<file path="config.mk">
export PLATFORM = sky130hd
export DESIGN_NAME = line_measurement_readout
export DESIGN_NICKNAME = d
export VERILOG_FILES = /design/src/line_meas_pkg.sv /design/src/reg_access_if.sv /design/src/power_sampler.sv /design/src/avmm_slave.sv /design/src/line_measurement_readout.sv
export VERILOG_INCLUDE_DIRS = /design/src
export SDC_FILE = /design/constraint.sdc
export NUM_CORES = 1
export LEC_CHECK = 0
export ABC_AREA = 1
export BUFFER_PORTS_ARGS = -buffer_cell sky130_fd_sc_hd__buf_4
export CORE_ASPECT_RATIO = 0.7
export CORE_UTILIZATION = 28
export DETAILED_ROUTE_END_ITERATION = 6
export PLACE_DENSITY_LB_ADDON = 0.05
export SYNTH_ARGS = -nofsm -noshare
export SYNTH_HDL_FRONTEND = slang
export SYNTH_SLANG_ARGS = --single-unit
</file>
<file path="constraint.sdc">
create_clock -name i_mclk -period 2.21 [get_ports i_mclk]
set_input_delay 0 -clock i_mclk [delete_from_list [all_inputs] [get_ports i_mclk]]
set_output_delay 0 -clock i_mclk [all_outputs]
set_load 0.02 [all_outputs]
</file>
<file path="src/line_meas_defines.svh">
// offsets, field positions, reset values and widths of the readout block
`ifndef LINE_MEAS_DEFINES_SVH
`define LINE_MEAS_DEFINES_SVH

// register indices; byte address is four times the index
`define IDX_POWER_SELECT   8'h4C
`define IDX_POWER_READING  8'h4D
`define IDX_LOOP_VOLTAGE   8'h4E
`define IDX_LOOP_CURRENT   8'h4F
`define IDX_TIP_VOLTAGE    8'h50
`define IDX_RING_VOLTAGE   8'h51
`define IDX_BATTERY_FIRST  8'h52
`define IDX_BATTERY_SECOND 8'h53
`define IDX_Q1_CURRENT     8'h54
`define IDX_FEED_CONTROL   8'h60

// field positions
`define SIGN_BIT           6
`define MAG_MSB            5
`define FEED_ENABLE_BIT    0

// widths and counts
`define MEAS_W             8
`define MAG_W              6
`define SEL_W              3
`define NUM_TRANSISTORS    6

// reset values
`define MEAS_RESET         8'h00
`define SELECT_RESET       3'h0
`define FEED_RESET         1'b0
`define READ_ZERO          32'h0000_0000

`endif

</file>
<file path="src/line_meas_pkg.sv">
// types shared by the readout block
package line_meas_pkg;
    // one 8-bit measurement code
    typedef logic [7:0] meas_byte_t;
    // bus handshake state
    typedef enum logic [0:0] {
        BUS_IDLE = 1'b0,
        BUS_RESP = 1'b1
    } bus_state_e;
endpackage : line_meas_pkg

</file>
<file path="src/reg_access_if.sv">
// carrier between the bus slave and the register core
`timescale 1ns/10ps
interface reg_access_if;
    logic       wr_stb;   // one-cycle write strobe
    logic [7:0] idx;      // register index
    logic [7:0] wdata;    // write data low byte
    logic       wr_lane0; // byte lane 0 enabled
    logic [7:0] rdata;    // decoded read value
    modport slave (output wr_stb, output idx, output wdata,
                   output wr_lane0, input rdata);
    modport core  (input wr_stb, input idx, input wdata,
                   input wr_lane0, output rdata);
endinterface : reg_access_if

</file>
<file path="src/power_sampler.sv">
// per-transistor power sampling and selection
`timescale 1ns/10ps
`include "line_meas_defines.svh"
module power_sampler (
    input  wire logic                          i_mclk,
    input  wire logic                          i_rst,
    input  wire logic [`NUM_TRANSISTORS*8-1:0] i_power_raw,
    input  wire logic [`SEL_W-1:0]             i_select,
    output logic [7:0]                         o_power,
    output logic                               o_low_range
);
    // sampled power code per transistor
    logic [7:0] power_r [`NUM_TRANSISTORS];
    // selected code, zero for undefined selects
    logic [7:0] power_nxt;
    wire        sel_valid = (i_select < 3'h6);

    genvar g;
    generate
        for (g = 0; g < `NUM_TRANSISTORS; g++) begin : g_ch
            always_ff @(posedge i_mclk) begin
                if (i_rst) begin
                    power_r[g] <= `MEAS_RESET;
                end else begin
                    power_r[g] <= i_power_raw[g*8 +: 8];
                end
            end
        end
    endgenerate

    assign power_nxt = sel_valid ? power_r[i_select] : `MEAS_RESET;
    // transistors three and four use fine scale
    assign o_low_range = (i_select == 3'h2) || (i_select == 3'h3);

    always_ff @(posedge i_mclk) begin
        if (i_rst) begin
            o_power <= `MEAS_RESET;
        end else begin
            o_power <= power_nxt;
        end
    end
endmodule : power_sampler

</file>
<file path="src/avmm_slave.sv">
// avalon-mm slave handshake with one wait cycle
`timescale 1ns/10ps
module avmm_slave (
    input  wire logic        i_mclk,
    input  wire logic        i_rst,
    input  wire logic [9:0]  i_avs_address,
    input  wire logic        i_avs_read,
    input  wire logic        i_avs_write,
    input  wire logic [31:0] i_avs_writedata,
    input  wire logic [3:0]  i_avs_byteenable,
    output logic [31:0]      o_avs_readdata,
    output logic             o_avs_waitrequest,
    reg_access_if.slave      bus
);
    // handshake state
    line_meas_pkg::bus_state_e state_r;
    wire req = i_avs_read | i_avs_write;

    // word index from byte address, low lane only
    assign bus.idx      = i_avs_address[9:2];
    assign bus.wdata    = i_avs_writedata[7:0];
    assign bus.wr_lane0 = i_avs_byteenable[0];
    // write lands on the edge that sees waitrequest low
    assign bus.wr_stb   = (state_r == line_meas_pkg::BUS_RESP)
                          & i_avs_write;
    // held high until the answer cycle
    assign o_avs_waitrequest = req & (state_r != line_meas_pkg::BUS_RESP);

    // one idle, one answer cycle per access
    always_ff @(posedge i_mclk) begin
        if (i_rst) begin
            state_r <= line_meas_pkg::BUS_IDLE;
        end else begin
            case (state_r)
                line_meas_pkg::BUS_IDLE: begin
                    if (req) begin
                        state_r <= line_meas_pkg::BUS_RESP;
                    end
                end
                default: begin
                    state_r <= line_meas_pkg::BUS_IDLE;
                end
            endcase
        end
    end

    // read data captured before the answer cycle
    always_ff @(posedge i_mclk) begin
        if (i_rst) begin
            o_avs_readdata <= 32'h0000_0000;
        end else if (state_r == line_meas_pkg::BUS_IDLE && i_avs_read) begin
            o_avs_readdata <= {24'h00_0000, bus.rdata};
        end
    end
endmodule : avmm_slave

</file>
<file path="src/line_measurement_readout.sv">
// line measurement readout registers behind an avalon-mm slave
`timescale 1ns/10ps
`include "line_meas_defines.svh"
module line_measurement_readout (
    input  wire logic                          i_mclk,
    input  wire logic                          i_rst,
    // avalon-mm slave
    input  wire logic [9:0]                    i_avs_address,
    input  wire logic                          i_avs_read,
    input  wire logic                          i_avs_write,
    input  wire logic [31:0]                   i_avs_writedata,
    input  wire logic [3:0]                    i_avs_byteenable,
    output logic [31:0]                        o_avs_readdata,
    output logic                               o_avs_waitrequest,
    // analog front end codes
    input  wire logic [`NUM_TRANSISTORS*8-1:0] i_power_raw,
    input  wire logic                          i_loop_voltage_sign,
    input  wire logic [`MAG_W-1:0]             i_loop_voltage_magnitude,
    input  wire logic                          i_loop_current_sign,
    input  wire logic [`MAG_W-1:0]             i_loop_current_magnitude,
    input  wire logic [7:0]                    i_tip_voltage_reading,
    input  wire logic [7:0]                    i_ring_voltage_reading,
    input  wire logic [7:0]                    i_battery_reading_first,
    input  wire logic [7:0]                    i_battery_reading_second,
    input  wire logic [7:0]                    i_q1_current_total,
    input  wire logic [7:0]                    i_extended_feed_offset,
    // control seen by the front end
    output logic                               o_extended_feed_enable,
    output logic                               o_power_low_range
);
    // carrier to the bus slave
    reg_access_if acc ();

    // software-written control
    logic [`SEL_W-1:0] power_monitor_select_r; // transistor pointer
    logic              extended_feed_enable_r; // extra feed on

    // sampled measurement registers
    line_meas_pkg::meas_byte_t selected_power_reading;
    line_meas_pkg::meas_byte_t loop_voltage_r;
    line_meas_pkg::meas_byte_t loop_current_r;
    line_meas_pkg::meas_byte_t tip_voltage_r;
    line_meas_pkg::meas_byte_t ring_voltage_r;
    line_meas_pkg::meas_byte_t battery_first_r;
    line_meas_pkg::meas_byte_t battery_second_r;
    line_meas_pkg::meas_byte_t q1_current_r;

    // next values
    line_meas_pkg::meas_byte_t loop_voltage_nxt;
    line_meas_pkg::meas_byte_t loop_current_nxt;
    line_meas_pkg::meas_byte_t q1_current_nxt;

    // bus handshake
    avmm_slave u_slave (
        .i_mclk            (i_mclk),
        .i_rst             (i_rst),
        .i_avs_address     (i_avs_address),
        .i_avs_read        (i_avs_read),
        .i_avs_write       (i_avs_write),
        .i_avs_writedata   (i_avs_writedata),
        .i_avs_byteenable  (i_avs_byteenable),
        .o_avs_readdata    (o_avs_readdata),
        .o_avs_waitrequest (o_avs_waitrequest),
        .bus               (acc.slave)
    );

    // power channels and pointer mux
    power_sampler u_power (
        .i_mclk      (i_mclk),
        .i_rst       (i_rst),
        .i_power_raw (i_power_raw),
        .i_select    (power_monitor_select_r),
        .o_power     (selected_power_reading),
        .o_low_range (o_power_low_range)
    );

    // write decode: only the two control words accept data
    wire wr_ok      = acc.wr_stb & acc.wr_lane0;
    wire wr_select  = wr_ok & (acc.idx == `IDX_POWER_SELECT);
    wire wr_feed    = wr_ok & (acc.idx == `IDX_FEED_CONTROL);

    // pointer and feed enable registers
    always_ff @(posedge i_mclk) begin
        if (i_rst) begin
            power_monitor_select_r <= `SELECT_RESET;
            extended_feed_enable_r <= `FEED_RESET;
        end else begin
            if (wr_select) begin
                power_monitor_select_r <= acc.wdata[`SEL_W-1:0];
            end
            if (wr_feed) begin
                extended_feed_enable_r <= acc.wdata[`FEED_ENABLE_BIT];
            end
        end
    end
    assign o_extended_feed_enable = extended_feed_enable_r;

    // sign in bit 6, bit 7 zero
    assign loop_voltage_nxt = {1'b0, i_loop_voltage_sign,
                               i_loop_voltage_magnitude};
    assign loop_current_nxt = {1'b0, i_loop_current_sign,
                               i_loop_current_magnitude};

    // subtract the extra feed, floor at zero
    wire q1_under = i_extended_feed_offset > i_q1_current_total;
    wire [7:0] q1_less = i_q1_current_total - i_extended_feed_offset;
    assign q1_current_nxt = !extended_feed_enable_r ? i_q1_current_total :
                            q1_under ? `MEAS_RESET : q1_less;

    // refresh every cycle, bus writes never reach here
    always_ff @(posedge i_mclk) begin
        if (i_rst) begin
            loop_voltage_r   <= `MEAS_RESET;
            loop_current_r   <= `MEAS_RESET;
            tip_voltage_r    <= `MEAS_RESET;
            ring_voltage_r   <= `MEAS_RESET;
            battery_first_r  <= `MEAS_RESET;
            battery_second_r <= `MEAS_RESET;
            q1_current_r     <= `MEAS_RESET;
        end else begin
            loop_voltage_r   <= loop_voltage_nxt;
            loop_current_r   <= loop_current_nxt;
            tip_voltage_r    <= i_tip_voltage_reading;
            ring_voltage_r   <= i_ring_voltage_reading;
            battery_first_r  <= i_battery_reading_first;
            battery_second_r <= i_battery_reading_second;
            q1_current_r     <= q1_current_nxt;
        end
    end

    // read decode; unmapped words read zero
    // code reported as is, scale set by pointer
    assign acc.rdata =
        (acc.idx == `IDX_POWER_SELECT)   ? {5'h00, power_monitor_select_r} :
        (acc.idx == `IDX_POWER_READING)  ? selected_power_reading :
        (acc.idx == `IDX_LOOP_VOLTAGE)   ? loop_voltage_r :
        (acc.idx == `IDX_LOOP_CURRENT)   ? loop_current_r :
        (acc.idx == `IDX_TIP_VOLTAGE)    ? tip_voltage_r :
        (acc.idx == `IDX_RING_VOLTAGE)   ? ring_voltage_r :
        (acc.idx == `IDX_BATTERY_FIRST)  ? battery_first_r :
        (acc.idx == `IDX_BATTERY_SECOND) ? battery_second_r :
        (acc.idx == `IDX_Q1_CURRENT)     ? q1_current_r :
        (acc.idx == `IDX_FEED_CONTROL)   ? {7'h00, extended_feed_enable_r} :
                                           8'h00;
endmodule : line_measurement_readout

</file>
* Word level (Yosys, flattened, before mapping)
Memories as Yosys holds them, arrays and structs flattened. A register that Yosys moved wholly into a read port is not among the register bits.
Cells that the tools add are included.
** Word-level totals
- Register bits :: 69
- Bits in latches :: 0
- Memory bits (writable) :: 48
- Memory bits (read-only) :: 0
- Bits of input ports :: 160
- Output and inout port bits :: 35
- Word-level logic and storage cells :: 69
- Memories :: 1
** Memories
- u_power.power_r :: depth 6, width 8, read ports 1, clocked after memory_dff 1, wr ports 6, RTL line power_sampler.sv:13 : logic [7:0] power_r [`NUM_TRANSISTORS];
** Cells by class
- $add $sub $neg :: 1
- Multipliers :: 0
- Div/mod/pow operators :: 0
- $lt $le $gt $ge :: 2
- Eq/ne operators :: 12
- Shifts and indexed selects :: 0
- Muxes and demuxes :: 22
- Bitwise operators :: 14
- Reductions and logical operators :: 4
** Operator list (number)
- 2-to-1 mux 8 bit :: 17
- == test 8 x 7 -> 1 bit (second input constant) :: 10
- greater-than comparator 8 bit :: 1
- subtractor 8 bit :: 1
- bitwise OR 1 bit :: 7
- == test 3 x 2 -> 1 bit (second input constant) :: 2
- bitwise AND 1 bit :: 5
- 2-to-1 mux 1 bit :: 5
- OR reduction 2 bit :: 2
- less-than comparator 3 bit (second input constant) :: 1
- inverter 1 bit :: 2
- logical AND 1 bit :: 1
- logical OR 1 bit :: 1

* Longest topological paths before layout
Gate-level depths: netlist of the first run.
- Depth after elaboration :: 11
- Mapped depth :: 13
- Mapped depth without buffers :: 13

* By module
From an unflattened synthesis of the first run, not the netlist that was laid out.
** Second synthesis, totals
- Cells, all modules :: 833
- Area total of the unflattened synthesis :: 5813.1 µm²
** By module, submodules not included
- line_measurement_readout :: instances 1, cells each 435, area an instance 2916.5 µm², seq. area each 1161.1 µm²
- power_sampler :: instances 1, cells each 297, area an instance 2190.9 µm², seq. area each 1121.1 µm²
- avmm_slave :: instances 1, cells each 101, area an instance 705.7 µm², seq. area each 180.2 µm²

* Least setup slack after synthesis of the first run
Ideal clock, no wire load.
- Path type :: input to register
- Start :: in i_q1_current_total[0]
- End :: reg q1_current_r[6]
- Setup time :: 0.070 ns
- Data arrival time :: 1.326 ns
- Required time :: 2.140 ns
- Path slack :: 0.814 ns
- Stages :: 12
- Buffers on the path :: 0
- Path through :: inv_1 -> ha_1 -> inv_1 -> fa_1 -> nand3_1 -> nand3_1 -> nand2_1 -> nand2_1 -> a21oi_1 -> xnor2_1 -> nand2_1 -> a21oi_1
** Between the ends
- Word-level cells in the longest chain between the ends :: 3
- Elaborated cells on any way between the ends :: 4
- Classes of those cells :: add/sub: 1; order compare: 1; mux: 2
** RTL lines
- start, declared :: RTL line line_measurement_readout.sv:25 : input wire logic [7:0] i_q1_current_total,
- subtractor 8 bit / greater-than comparator 8 bit (equally long branches) :: RTL line line_measurement_readout.sv:106, line_measurement_readout.sv:105
- 2-to-1 mux 8 bit * :: RTL line line_measurement_readout.sv:108 : q1_under ? `MEAS_RESET : q1_less;
- 2-to-1 mux 8 bit * :: RTL line line_measurement_readout.sv:107 : assign q1_current_nxt = !extended_feed_enable_r ? i_q1_current_total :
- end signal, assigned :: RTL line line_measurement_readout.sv:119 : q1_current_r <= `MEAS_RESET;
- end signal, assigned :: RTL line line_measurement_readout.sv:127 : q1_current_r <= q1_current_nxt;
- end, declared :: RTL line line_measurement_readout.sv:46 : line_meas_pkg::meas_byte_t q1_current_r;
Every way passes the cells marked *; elsewhere a longest branch is shown, timed or not.
A chain may end at the register's enable or synchronous reset.

* Worst setup path after layout of the first run
Same ends and word-level chain as after synthesis.

==> flow_metrics.py, run 1 <==
metrics = {
    "routing": {
        "met2_length_um": 6540,
        "wl_per_cell_um": 12.0,
        "vias_per_cell": 4.08,
        "dr.pass1.iters": 4,
        "detail_route.wirelength.met1_um": 7550,
        "drtIter0Drc": 217,
        "drt-total-wl_um": 14800,
        "drc": 0,
        "wl_met3_um": 616,
        "route.vias.total": 5023,
        "routed.top_layer": "met4",
        "ant_nets": 0,
    },
    "clocking": {
        "cts.sinks": 123,
        "clkLatencyLatePin_ns": 0.41,
        "cts_tree": "yes",
        "cts_root_buf": "clkbuf_16",
        "cts_buffers": 17,
        "cts_setup_buffers": 0,
        "htreeDepth": 4,
        "clk_pin_slew_ns": 0.05,
        "clockBufferDepth": 2,
    },
    "setup_path": {
        "crit_required_ns": 2.54,
        "reg2reg_to": "u_power.o_power[5]$_SDFF_PP0_",
        "start_kind": "input port",
        "crit_fanout": 3,
        "cp.buffers_inverters": 4,
        "path_class": "in2reg",
        "r2r-start": "power_monitor_select_r[0]$_SDFFE_PP0P_",
        "cp_common_cell": "nand2_1",
        "crit_arrival_ns": 2.24,
        "reg2reg_slack_ns": 0.48,
        "crit_chain": "dlygate4sd3_1, buf_4, inv_1, ha_1, inv_1, fa_1, nand3_1, nand3_1, nand2_1, nand2_1, a21oi_1, xnor2_1, nand2_1, a21oi_1",
        "endpoint_kind": "flop",
        "critPathMaxStageDelay_ns": 0.55,
        "critPathTopFamily": "buffers and inverters",
        "r2r_cells": 5,
        "cp_slowest_cell": "dlygate4sd3_1",
    },
    "timing": {
        "worst_pin_slew_ns": 0.632,
        "rsz0062_at_grt": "false",
        "fin_worst_skew_ns": 0.00986,
        "setup_viol": 0,
        "period_share_pct": 86.6,
        "hold_violations": 0,
        "max_freq_ghz": 0.523,
        "report.final.slew_viol_count": 0,
        "setup_tns_ns": 0,
        "fin_crit_ns": 1.91,
        "slew_headroom_pct": 57.8,
        "layout_setup_ws_ns": 0.297,
        "hold_ws_ns": 0.0273,
    },
    "yosys": {
        "synth_edf_count": 0,
        "synth_ff_type": "dfxtp_1",
        "syn_area_per_cell_sq_um": 7.19,
        "syn_inst": 739,
        "ys_warn_count": 0,
        "seq_area_frac_synth_pct": 46.3,
        "synth_seq_cells": 123,
        "syn_area_sq_mm": 0.00532,
        "synthDistinctLibCells": 35,
        "async_flop_share_pct": 0,
    },
    "pwr": {
        "leakage_nw": 4.16,
        "total_power_mw": 5.96,
        "pwr-share-comb_pct": 11.5,
        "share_seq_of_total_power_pct": 39.5,
        "swShare_pct": 23.4,
        "p_clk_share_pct": 49.0,
        "power_density_mw_per_mm2": 727,
        "p_sw_mw": 1.40,
        "internal-power_mw": 4.56,
        "peakVddDrop_mv": 0.480,
    },
    "finish": {
        "fin_nets": 1152,
        "drive_above_1_share_pct": 19.8,
        "design_area_sq_mm": 0.00820,
        "fin_util_pct": 44.8,
        "final_cell_count_no_fill": 1232,
        "antenna_cells": 0,
        "n_fill_cell": 1930,
        "area_growth_pct": 54.3,
        "multi_input_area_sq_mm": 0.00209,
        "seqCellArea_sq_mm": 0.00246,
    },
    "hold_path": {
        "worstHoldEndpoint": "o_extended_feed_enable$_SDFFE_PP0P_",
        "hold_class": "in2reg",
        "min_from": "i_avs_address[6]",
        "holdPathStages": 5,
    },
    "place": {
        "dp_cells": 1091,
        "place.gp.congestion": 0.785,
        "place_hpwl_um": 10500,
        "port_buffers": 136,
        "dp_slack_ns": 0.454,
        "dpl_cell_area_sq_mm": 0.00648,
    },
    "global_routing": {
        "antenna_found_initial": 0,
        "grt_pass1_vias": 4839,
        "grt_pass1_wl_um": 23700,
        "grt_max_degree": 64,
        "track_usage_pct": 15.7,
        "globalRouteOverflowTotal": 0,
    },
    "outcome": {
        "outcome": "finished, final reports clean",
    },
    "floorplanning": {
        "rows": 41,
        "num_io_pins": 195,
        "core_area_sq_mm": 0.0183,
        "dieHeight_um": 117,
        "die-area_sq_mm": 0.0195,
        "die_w_um": 167,
        "initial_core_util_pct": 29.0,
    },
    "job": {
        "maxCapViolCount": 0,
    },
}
==> tightest hold or removal path: cells and delay by family <==
kind / cells / cell delay (ns)
compound gates: 1 / 0.11
buf+inv: 1 / 0.09
simple gates: 3 / 0.19
==> cell usage in the layout (no fill, tap or decap), drive strengths merged, types with 8 or more instances in the layout <==
master       instances
nor2               160
inv                153
buf                140
dfxtp              123
dlygate4sd3        109
nand2              104
nand3               44
a21oi               31
conb                24
o21ai               21
clkbuf              19
nand4               12
mux2i                8
o22ai                8
ha                   8
==> sequential cells by signal, indices dropped and copies added, names as in the netlist <==
signal,flops
battery_first_r,8
battery_second_r,8
power_monitor_select_r,3
tip_voltage_r,8
u_power.o_power,8
loop_voltage_r,7
ring_voltage_r,8
loop_current_r,7
q1_current_r,8
u_slave.state_r,1
u_power.power_r,48
o_extended_feed_enable,1
u_slave.o_avs_readdata,8
==> per-layer routing <==
| layer | GRT usage, % | vias up |
|---|---|---|
| met1 | 21.6 | 2215 |
| met5 | 0 | - |
| met2 | 24.5 | 123 |
| li1 | - | 2681 |
| met4 | 6.30 | 0 |
| met3 | 2.86 | 4 |
==> layout make-up <==
class / count / share of cell area (%)
sequential: 123 / 30.0
clock inverter: 13 / 2.18
multi-input combinational: 442 / 25.5
timing repair buffer: 249 / 26.3
clock buffer: 19 / 5.52
inverter: 150 / 6.87
tap: 236 / 3.60
==> worst max path at each step <==
| stage | to | from | slack [ns] | depth (start not counted) |
|---|---|---|---|---|
| after global placement | q1_current_r[6]$_SDFF_PP0_ | i_q1_current_total[0] | 0.52 | 13 |
| final | q1_current_r[6]$_SDFF_PP0_ | i_q1_current_total[0] | 0.30 | 14 |
| after floorplan | q1_current_r[6]$_SDFF_PP0_ | i_q1_current_total[0] | 0.81 | 12 |
| after global routing | q1_current_r[6]$_SDFF_PP0_ | i_q1_current_total[0] | 0.14 | 14 |
| after detailed placement | u_power.o_power[4]$_SDFF_PP0_ | power_monitor_select_r[0]$_SDFFE_PP0P_ | 0.45 | 5 |
| after CTS | q1_current_r[6]$_SDFF_PP0_ | i_q1_current_total[0] | 0.32 | 14 |
==> cells by family (layout without fill, tap and decap cells) <==
family | count (synthesis) | in the layout | synth area share [%]
xor+xnor | 3 | 3 | 0.494
mux | 8 | 8 | 1.51
simple gates | 331 | 331 | 26.3
buf+inv | 197 | 431 | 15.9
fa+ha+maj | 9 | 9 | 2.26
compound gates | 67 | 67 | 7.09
other cells | 1 | 24 | 0.0706
flops | 123 | 123 | 46.3
==> repair_timing <==
item                      in CTS  in global routing
hold endpoints to repair     107                  0
hold buffers                 109                  0
resized for setup              0                  0
==> power by group through the flow <==
stage          Sequential, mW  Combinational (mW)  Clock (mW)
2_1_floorplan            2.40               0.312           0
3_3_place_gp             2.40               0.529           0
3_5_place_dp             2.40               0.537           0
4_1_cts                  2.36               0.692        3.00
5_1_grt                  2.36               0.764        3.11
6_report                 2.36               0.684        2.92
==> synthesized netlist by cell type, types with 5 or more instances <==
cell type  number  area [sq um]
clkbuf_1       10          37.5
inv_2           6          22.5
o21ai_0        20           100
buf_2           5          25.0
ha_1            8           100
nand2_1        98           368
nor2_1        155           582
nand2_2         6          37.5
buf_4          27           203
o22ai_1         8          50.1
inv_1         141           529
mux2i_1         8          80.1
dfxtp_1       123          2460
nand4_1        12          75.1
nand3_1        42           210
buf_1           5          18.8
a21oi_1        31           155
or2_2           5          31.3
(Power assumes the default switching activity.)
==> run 2, diff against run 1 <==
--- a/config.mk
+++ b/config.mk
@@ -6,7 +6,7 @@
 export SDC_FILE = /design/constraint.sdc
 export NUM_CORES = 1
 export LEC_CHECK = 0
-export ABC_AREA = 1
+export ABC_AREA = 0
 export BUFFER_PORTS_ARGS = -buffer_cell sky130_fd_sc_hd__buf_4
 export CORE_ASPECT_RATIO = 0.7
 export CORE_UTILIZATION = 28
==> flow_metrics.py, run 2 <==
metrics = {
    "routing": {
        "routed.top_layer": "met4",
        "wl_met3_um": 742,
        "wl_per_cell_um": 14.6,
        "drc": 20,
        "detail_route.wirelength.met1_um": 7450,
        "vias_per_cell": 4.31,
        "drt-total-wl_um": 14800,
        "ant_nets": 0,
        "dr.pass1.iters": 7,
        "drtIter0Drc": 174,
        "route.vias.total": 4377,
        "met2_length_um": 6580,
    },
    "pwr": {
        "p_clk_share_pct": 45.3,
        "swShare_pct": 25.2,
        "pwr-share-comb_pct": 13.4,
        "share_seq_of_total_power_pct": 41.4,
        "peakVddDrop_mv": 0.365,
        "internal-power_mw": 4.27,
        "power_density_mw_per_mm2": 709,
        "p_sw_mw": 1.44,
        "leakage_nw": 3.42,
    },
    "setup_path": {
        "start_kind": "input port",
        "r2r-start": "power_monitor_select_r[1]$_SDFFE_PP0P_",
        "r2r_cells": 3,
        "crit_arrival_ns": 2.34,
        "path_class": "in2reg",
        "critPathLaunch": "i_q1_current_total[0]",
        "reg2reg_to": "u_power.o_power[7]$_SDFF_PP0_",
        "endpoint_kind": "flop",
        "crit_fanout": 3,
        "crit_required_ns": 2.50,
        "reg2reg_slack_ns": 0.58,
    },
    "clocking": {
        "clkLatencyLatePin_ns": 0.41,
        "cts.sinks": 123,
        "cts_buffers": 17,
        "htreeDepth": 4,
        "cts_tree": "yes",
        "clk_pin_slew_ns": 0.06,
        "cts_root_buf": "clkbuf_16",
        "clockBufferDepth": 2,
    },
    "global_routing": {
        "track_usage_pct": 15.7,
        "grt_pass1_wl_um": 22500,
        "antenna_found_initial": 0,
        "grt_pass1_vias": 4306,
        "globalRouteOverflowTotal": 0,
        "grt_max_degree": 66,
    },
    "timing": {
        "period_share_pct": 92.6,
        "fin_worst_skew_ns": 0.0114,
        "fin_crit_ns": 2.05,
        "hold_violations": 0,
        "hold_ws_ns": 0.0162,
        "worst_pin_slew_ns": 0.726,
        "setup_viol": 0,
        "setup_tns_ns": 0,
        "rsz0062_at_grt": "false",
        "report.final.slew_viol_count": 0,
        "slew_headroom_pct": 51.4,
        "max_freq_ghz": 0.489,
    },
    "finish": {
        "final_common_cell": "buf_4",
        "final_cell_count_no_fill": 1015,
        "drive_above_1_share_pct": 25.7,
        "largest_register": "u_power.power_r",
        "area_growth_pct": 53.8,
        "seqCellArea_sq_mm": 0.00246,
        "mostFrequentLayoutCells": "buf_4, dfxtp_1, dlygate4sd3_1",
        "n_fill_cell": 1752,
        "multi_input_area_sq_mm": 0.00251,
        "antenna_cells": 0,
        "largest_reg_flops": 48,
        "fin_nets": 935,
    },
    "hold_path": {
        "min_from": "i_q1_current_total[7]",
        "hold_class": "in2reg",
        "holdPathStages": 3,
        "worstHoldEndpoint": "q1_current_r[7]$_SDFF_PP0_",
    },
    "floorplanning": {
        "rows": 41,
        "core_area_sq_mm": 0.0182,
        "initial_core_util_pct": 28.9,
        "num_io_pins": 195,
        "die-area_sq_mm": 0.0193,
        "die_w_um": 166,
        "dieHeight_um": 116,
    },
    "yosys": {
        "syn_area_sq_mm": 0.00524,
        "synthDistinctLibCells": 59,
        "syn_area_per_cell_sq_um": 9.94,
        "synth_seq_cells": 123,
        "synth_top_area_cell": "dfxtp_1",
        "synth_edf_count": 0,
        "async_flop_share_pct": 0,
        "yosys.cell_count.top_type": "dfxtp_1",
        "seq_area_frac_synth_pct": 47.0,
        "netlist.area_leader.share_pct": 47.0,
        "ys_warn_count": 0,
        "yosys-top-cells-area": "dfxtp_1, nor2b_1, mux2i_1, mux4_2, buf_4",
        "ys_top_cells_by_count": "dfxtp_1, nor2b_1, nor2_1",
        "syn_inst": 527,
        "synth_ff_type": "dfxtp_1",
    },
    "outcome": {
        "violations": "DRC",
        "outcome": "finished with violations",
    },
    "place": {
        "dp_cells": 877,
        "place_hpwl_um": 10500,
        "place.gp.congestion": 0.798,
        "port_buffers": 136,
    },
    "job": {
        "maxCapViolCount": 0,
    },
}
==> run 2: how the worst max path moves through the flow <==
stage                                       endpoint  slack [ns]  cells past startpoint
after global placement    q1_current_r[5]$_SDFF_PP0_        0.25                     10
final                     q1_current_r[5]$_SDFF_PP0_        0.16                     11
after CTS                 q1_current_r[5]$_SDFF_PP0_        0.10                     11
after global routing      q1_current_r[5]$_SDFF_PP0_        0.04                     11
after floorplan           q1_current_r[5]$_SDFF_PP0_        0.43                      9
after detailed placement  q1_current_r[5]$_SDFF_PP0_        0.24                     10
==> run 2: timing repair <==
action / CTS / global route
gates resized for setup: 0 / 1
setup endpoints to repair: 0 / 6
buffers inserted: 0 / 0
endpoints found under the hold margin: 105 / 0
hold buffers: 106 / 0
==> run 2: worst max-delay path: stages <==
cell and delay (ns):
dlygate4sd3_1 0.53, buf_4 0.14, inv_1 0.05, ha_1 0.16, inv_1 0.05, fa_1 0.42
a211oi_2 0.23, o21a_1 0.19, nor2_1 0.06, and4_1 0.19, a311o_1 0.31
==> run 2: layer usage <==
layer | global-route usage, % | vias up
met1 | 21.7 | 2018
met5 | 0 | -
li1 | - | 2251
met4 | 4.18 | 0
met3 | 4.05 | 2
met2 | 24.3 | 106
==> run 2: power groups by stage <==
stage	clock network, mW	registers (mW)	logic, mW
4_1_cts	2.66	2.37	0.764
2_1_floorplan	0	2.41	0.364
6_report	2.59	2.37	0.764
5_1_grt	2.76	2.37	0.837
3_5_place_dp	0	2.41	0.613
3_3_place_gp	0	2.41	0.613
==> run 2: area by class of cell <==
class	instances	share of cell area [%]
Tap cell	236	3.66
Multi-Input combinational cell	360	31.1
Timing Repair Buffer	253	27.2
Clock inverter	14	1.58
Inverter	11	0.512
Sequential cell	123	30.5
Clock buffer	18	5.45
==> run 2: logic make-up (layout without fill, tap and decap cells) <==
| kind of cell | count (synthesis) | in the layout | synth area share [%] |
|---|---|---|---|
| AOI/OAI and AO/OA | 83 | 83 | 11.1 |
| xor gates and xnor gates | 3 | 3 | 0.502 |
| adders and majority gates | 9 | 9 | 2.29 |
| buffers and inverters | 67 | 296 | 6.92 |
| DFF | 123 | 123 | 47.0 |
| muxes | 39 | 39 | 9.74 |
| other | 1 | 24 | 0.0716 |
| and+or+nand+nor | 202 | 202 | 22.4 |
==> run 2: through the flow <==
| stage | cell area, sq um | total power, mW | setup WS, ns | util, % |
|---|---|---|---|---|
| finish | 8060 | 5.72 | 0.164 | 44.4 |
| global route | 8060 | 5.97 | 0.0370 | 44.4 |
| CTS | 8060 | 5.79 | 0.104 | 44.4 |
| detailed placement | 6430 | 3.03 | 0.239 | 35.4 |
| global placement | 6430 | 3.03 | 0.250 | 35.4 |
| floorplan | 5330 | 2.77 | 0.432 | - |
==> run 3, diff against run 2 <==
--- a/config.mk
+++ b/config.mk
@@ -12,6 +12,7 @@
 export CORE_UTILIZATION = 28
 export DETAILED_ROUTE_END_ITERATION = 6
 export PLACE_DENSITY_LB_ADDON = 0.05
+export RECOVER_POWER = 25
 export SYNTH_ARGS = -nofsm -noshare
 export SYNTH_HDL_FRONTEND = slang
 export SYNTH_SLANG_ARGS = --single-unit
==> flow_metrics.py, run 3 (synthesized netlist as in run 2, its figures left out) <==
metrics = {
    "clocking": {
        "cts.sinks": 123,
        "cts_tree": "yes",
        "clk_pin_slew_ns": 0.06,
        "cts_buffers": 17,
        "clockBufferDepth": 2,
        "cts_root_buf": "clkbuf_16",
        "htreeDepth": 4,
        "clkLatencyLatePin_ns": 0.41,
    },
    "finish": {
        "area_growth_pct": 53.8,
        "largest_register": "u_power.power_r",
        "drive_above_1_share_pct": 25.7,
        "mostFrequentLayoutCells": "dfxtp_1, buf_4, dlygate4sd3_1",
        "multi_input_area_sq_mm": 0.00251,
        "largest_reg_flops": 48,
        "fin_nets": 935,
        "n_fill_cell": 1752,
        "seqCellArea_sq_mm": 0.00246,
        "antenna_cells": 0,
        "final_common_cell": "dfxtp_1",
    },
    "outcome": {
        "outcome": "finished with violations",
        "violations": "DRC",
    },
    "setup_path": {
        "cp.buffers_inverters": 4,
        "crit_chain": "dlygate4sd3_1, buf_4, inv_1, ha_1, inv_1, fa_1, a211oi_2, o21a_1, nor2_1, and4_1, a311o_1",
        "endpoint_kind": "flop",
        "critPathMaxStageDelay_ns": 0.53,
        "cp_common_cell": "inv_1",
        "crit_arrival_ns": 2.34,
        "crit_required_ns": 2.50,
        "critPathTopFamily": "buffers and inverters",
        "start_kind": "input port",
        "cp_slowest_cell": "dlygate4sd3_1",
        "path_class": "in2reg",
        "crit_fanout": 3,
    },
    "pwr": {
        "power_density_mw_per_mm2": 709,
        "peakVddDrop_mv": 0.368,
        "leakage_nw": 3.41,
    },
    "timing": {
        "setup_tns_ns": 0,
        "period_share_pct": 92.5,
        "max_freq_ghz": 0.489,
        "rsz0062_at_grt": "false",
        "slew_headroom_pct": 51.8,
        "layout_setup_ws_ns": 0.165,
        "fin_crit_ns": 2.04,
        "fin_worst_skew_ns": 0.0135,
        "worst_pin_slew_ns": 0.721,
        "report.final.slew_viol_count": 0,
        "hold_violations": 0,
        "setup_viol": 0,
    },
    "floorplanning": {
        "die_w_um": 166,
        "dieHeight_um": 116,
        "initial_core_util_pct": 28.9,
        "rows": 41,
        "num_io_pins": 195,
        "die-area_sq_mm": 0.0193,
        "core_area_sq_mm": 0.0182,
    },
    "routing": {
        "vias_per_cell": 4.32,
        "drc": 20,
        "drtIter0Drc": 158,
        "dr.pass1.iters": 6,
        "wl_per_cell_um": 14.5,
        "ant_nets": 0,
        "route.vias.total": 4388,
        "drt-total-wl_um": 14700,
    },
    "place": {
        "place_hpwl_um": 10500,
        "port_buffers": 136,
        "dp_slack_ns": 0.239,
        "place.gp.congestion": 0.798,
    },
    "global_routing": {
        "grt_max_degree": 66,
        "grt_pass1_vias": 4306,
        "antenna_found_initial": 0,
        "globalRouteOverflowTotal": 0,
        "grt_pass1_wl_um": 22500,
        "track_usage_pct": 15.7,
    },
    "job": {
        "maxCapViolCount": 0,
    },
    "hold_path": {
        "hold_class": "in2reg",
    },
}
run 3: changes by cell type in the layout (fill, tap and decap cells not counted):
cell / previous run / this run
buf_4: 145 / 112
clkbuf_4: 0 / 33
run 3: cell type report:
| type | count | area share [%] |
|---|---|---|
| Multi-Input combinational cell | 360 | 31.1 |
| Sequential cell | 123 | 30.5 |
| Timing Repair Buffer | 253 | 27.2 |
| Clock buffer | 18 | 5.45 |
| Tap cell | 236 | 3.66 |
| Clock inverter | 14 | 1.58 |
| Inverter | 11 | 0.512 |
run 3: through the flow:
step	util [%]	std cells	power [mW]	area (sq um)	hold WS (ns)
after global routing	44.4	1015	5.97	8060	0.0130
after detailed placement	35.4	877	3.03	6430	0.216
after floorplan	-	550	2.77	5330	0.128
after CTS	44.4	1015	5.79	8060	0.00549
final	44.4	1015	5.72	8060	0.0151
after global placement	35.4	877	3.03	6430	0.218
run 3: worst register-to-register path, delay by kind of cell (launching register included):
| kind | cells | cell delay (ns) |
|---|---|---|
| AOI/OAI and AO/OA | 1 | 0.36 |
| DFF | 1 | 0.76 |
| muxes | 1 | 0.33 |
| and+or+nand+nor | 1 | 0.04 |
run 3: repair_timing:
action,in CTS,in global routing
setup endpoints to repair,0,6
hold endpoints to repair,105,0
buffers inserted,0,0
hold buffers,106,0
resized for setup,0,1
run 3: worst paths after layout:
| check | cells after the start | slack, ns | start | endpoint |
|---|---|---|---|---|
| min reg2reg | 2 | 0.46 | u_slave.o_avs_readdata[6]$_SDFFE_PP0P_ | u_slave.o_avs_readdata[6]$_SDFFE_PP0P_ |
| max reg2reg | 3 | 0.58 | power_monitor_select_r[1]$_SDFFE_PP0P_ | u_power.o_power[7]$_SDFF_PP0_ |
| min | 3 | 0.02 | i_q1_current_total[7] | q1_current_r[7]$_SDFF_PP0_ |
| max | 11 | 0.17 | i_q1_current_total[0] | q1_current_r[5]$_SDFF_PP0_ |
run 3: metal layers:
metal | vias to the layer above | global-route usage (%) | routed length (um)
li1 | 2254 | - | -
met1 | 2020 | 21.7 | 7470
met2 | 108 | 24.3 | 6540
met3 | 6 | 4.05 | 637
met4 | 0 | 4.18 | 92
met5 | - | 0 | 0
run 3: power by group:
part | switching (mW) | internal [mW] | total, mW
logic | 0.326 | 0.434 | 0.760
registers | 0.0340 | 2.33 | 2.37
clock network | 1.09 | 1.51 | 2.59
total | 1.44 | 4.27 | 5.72
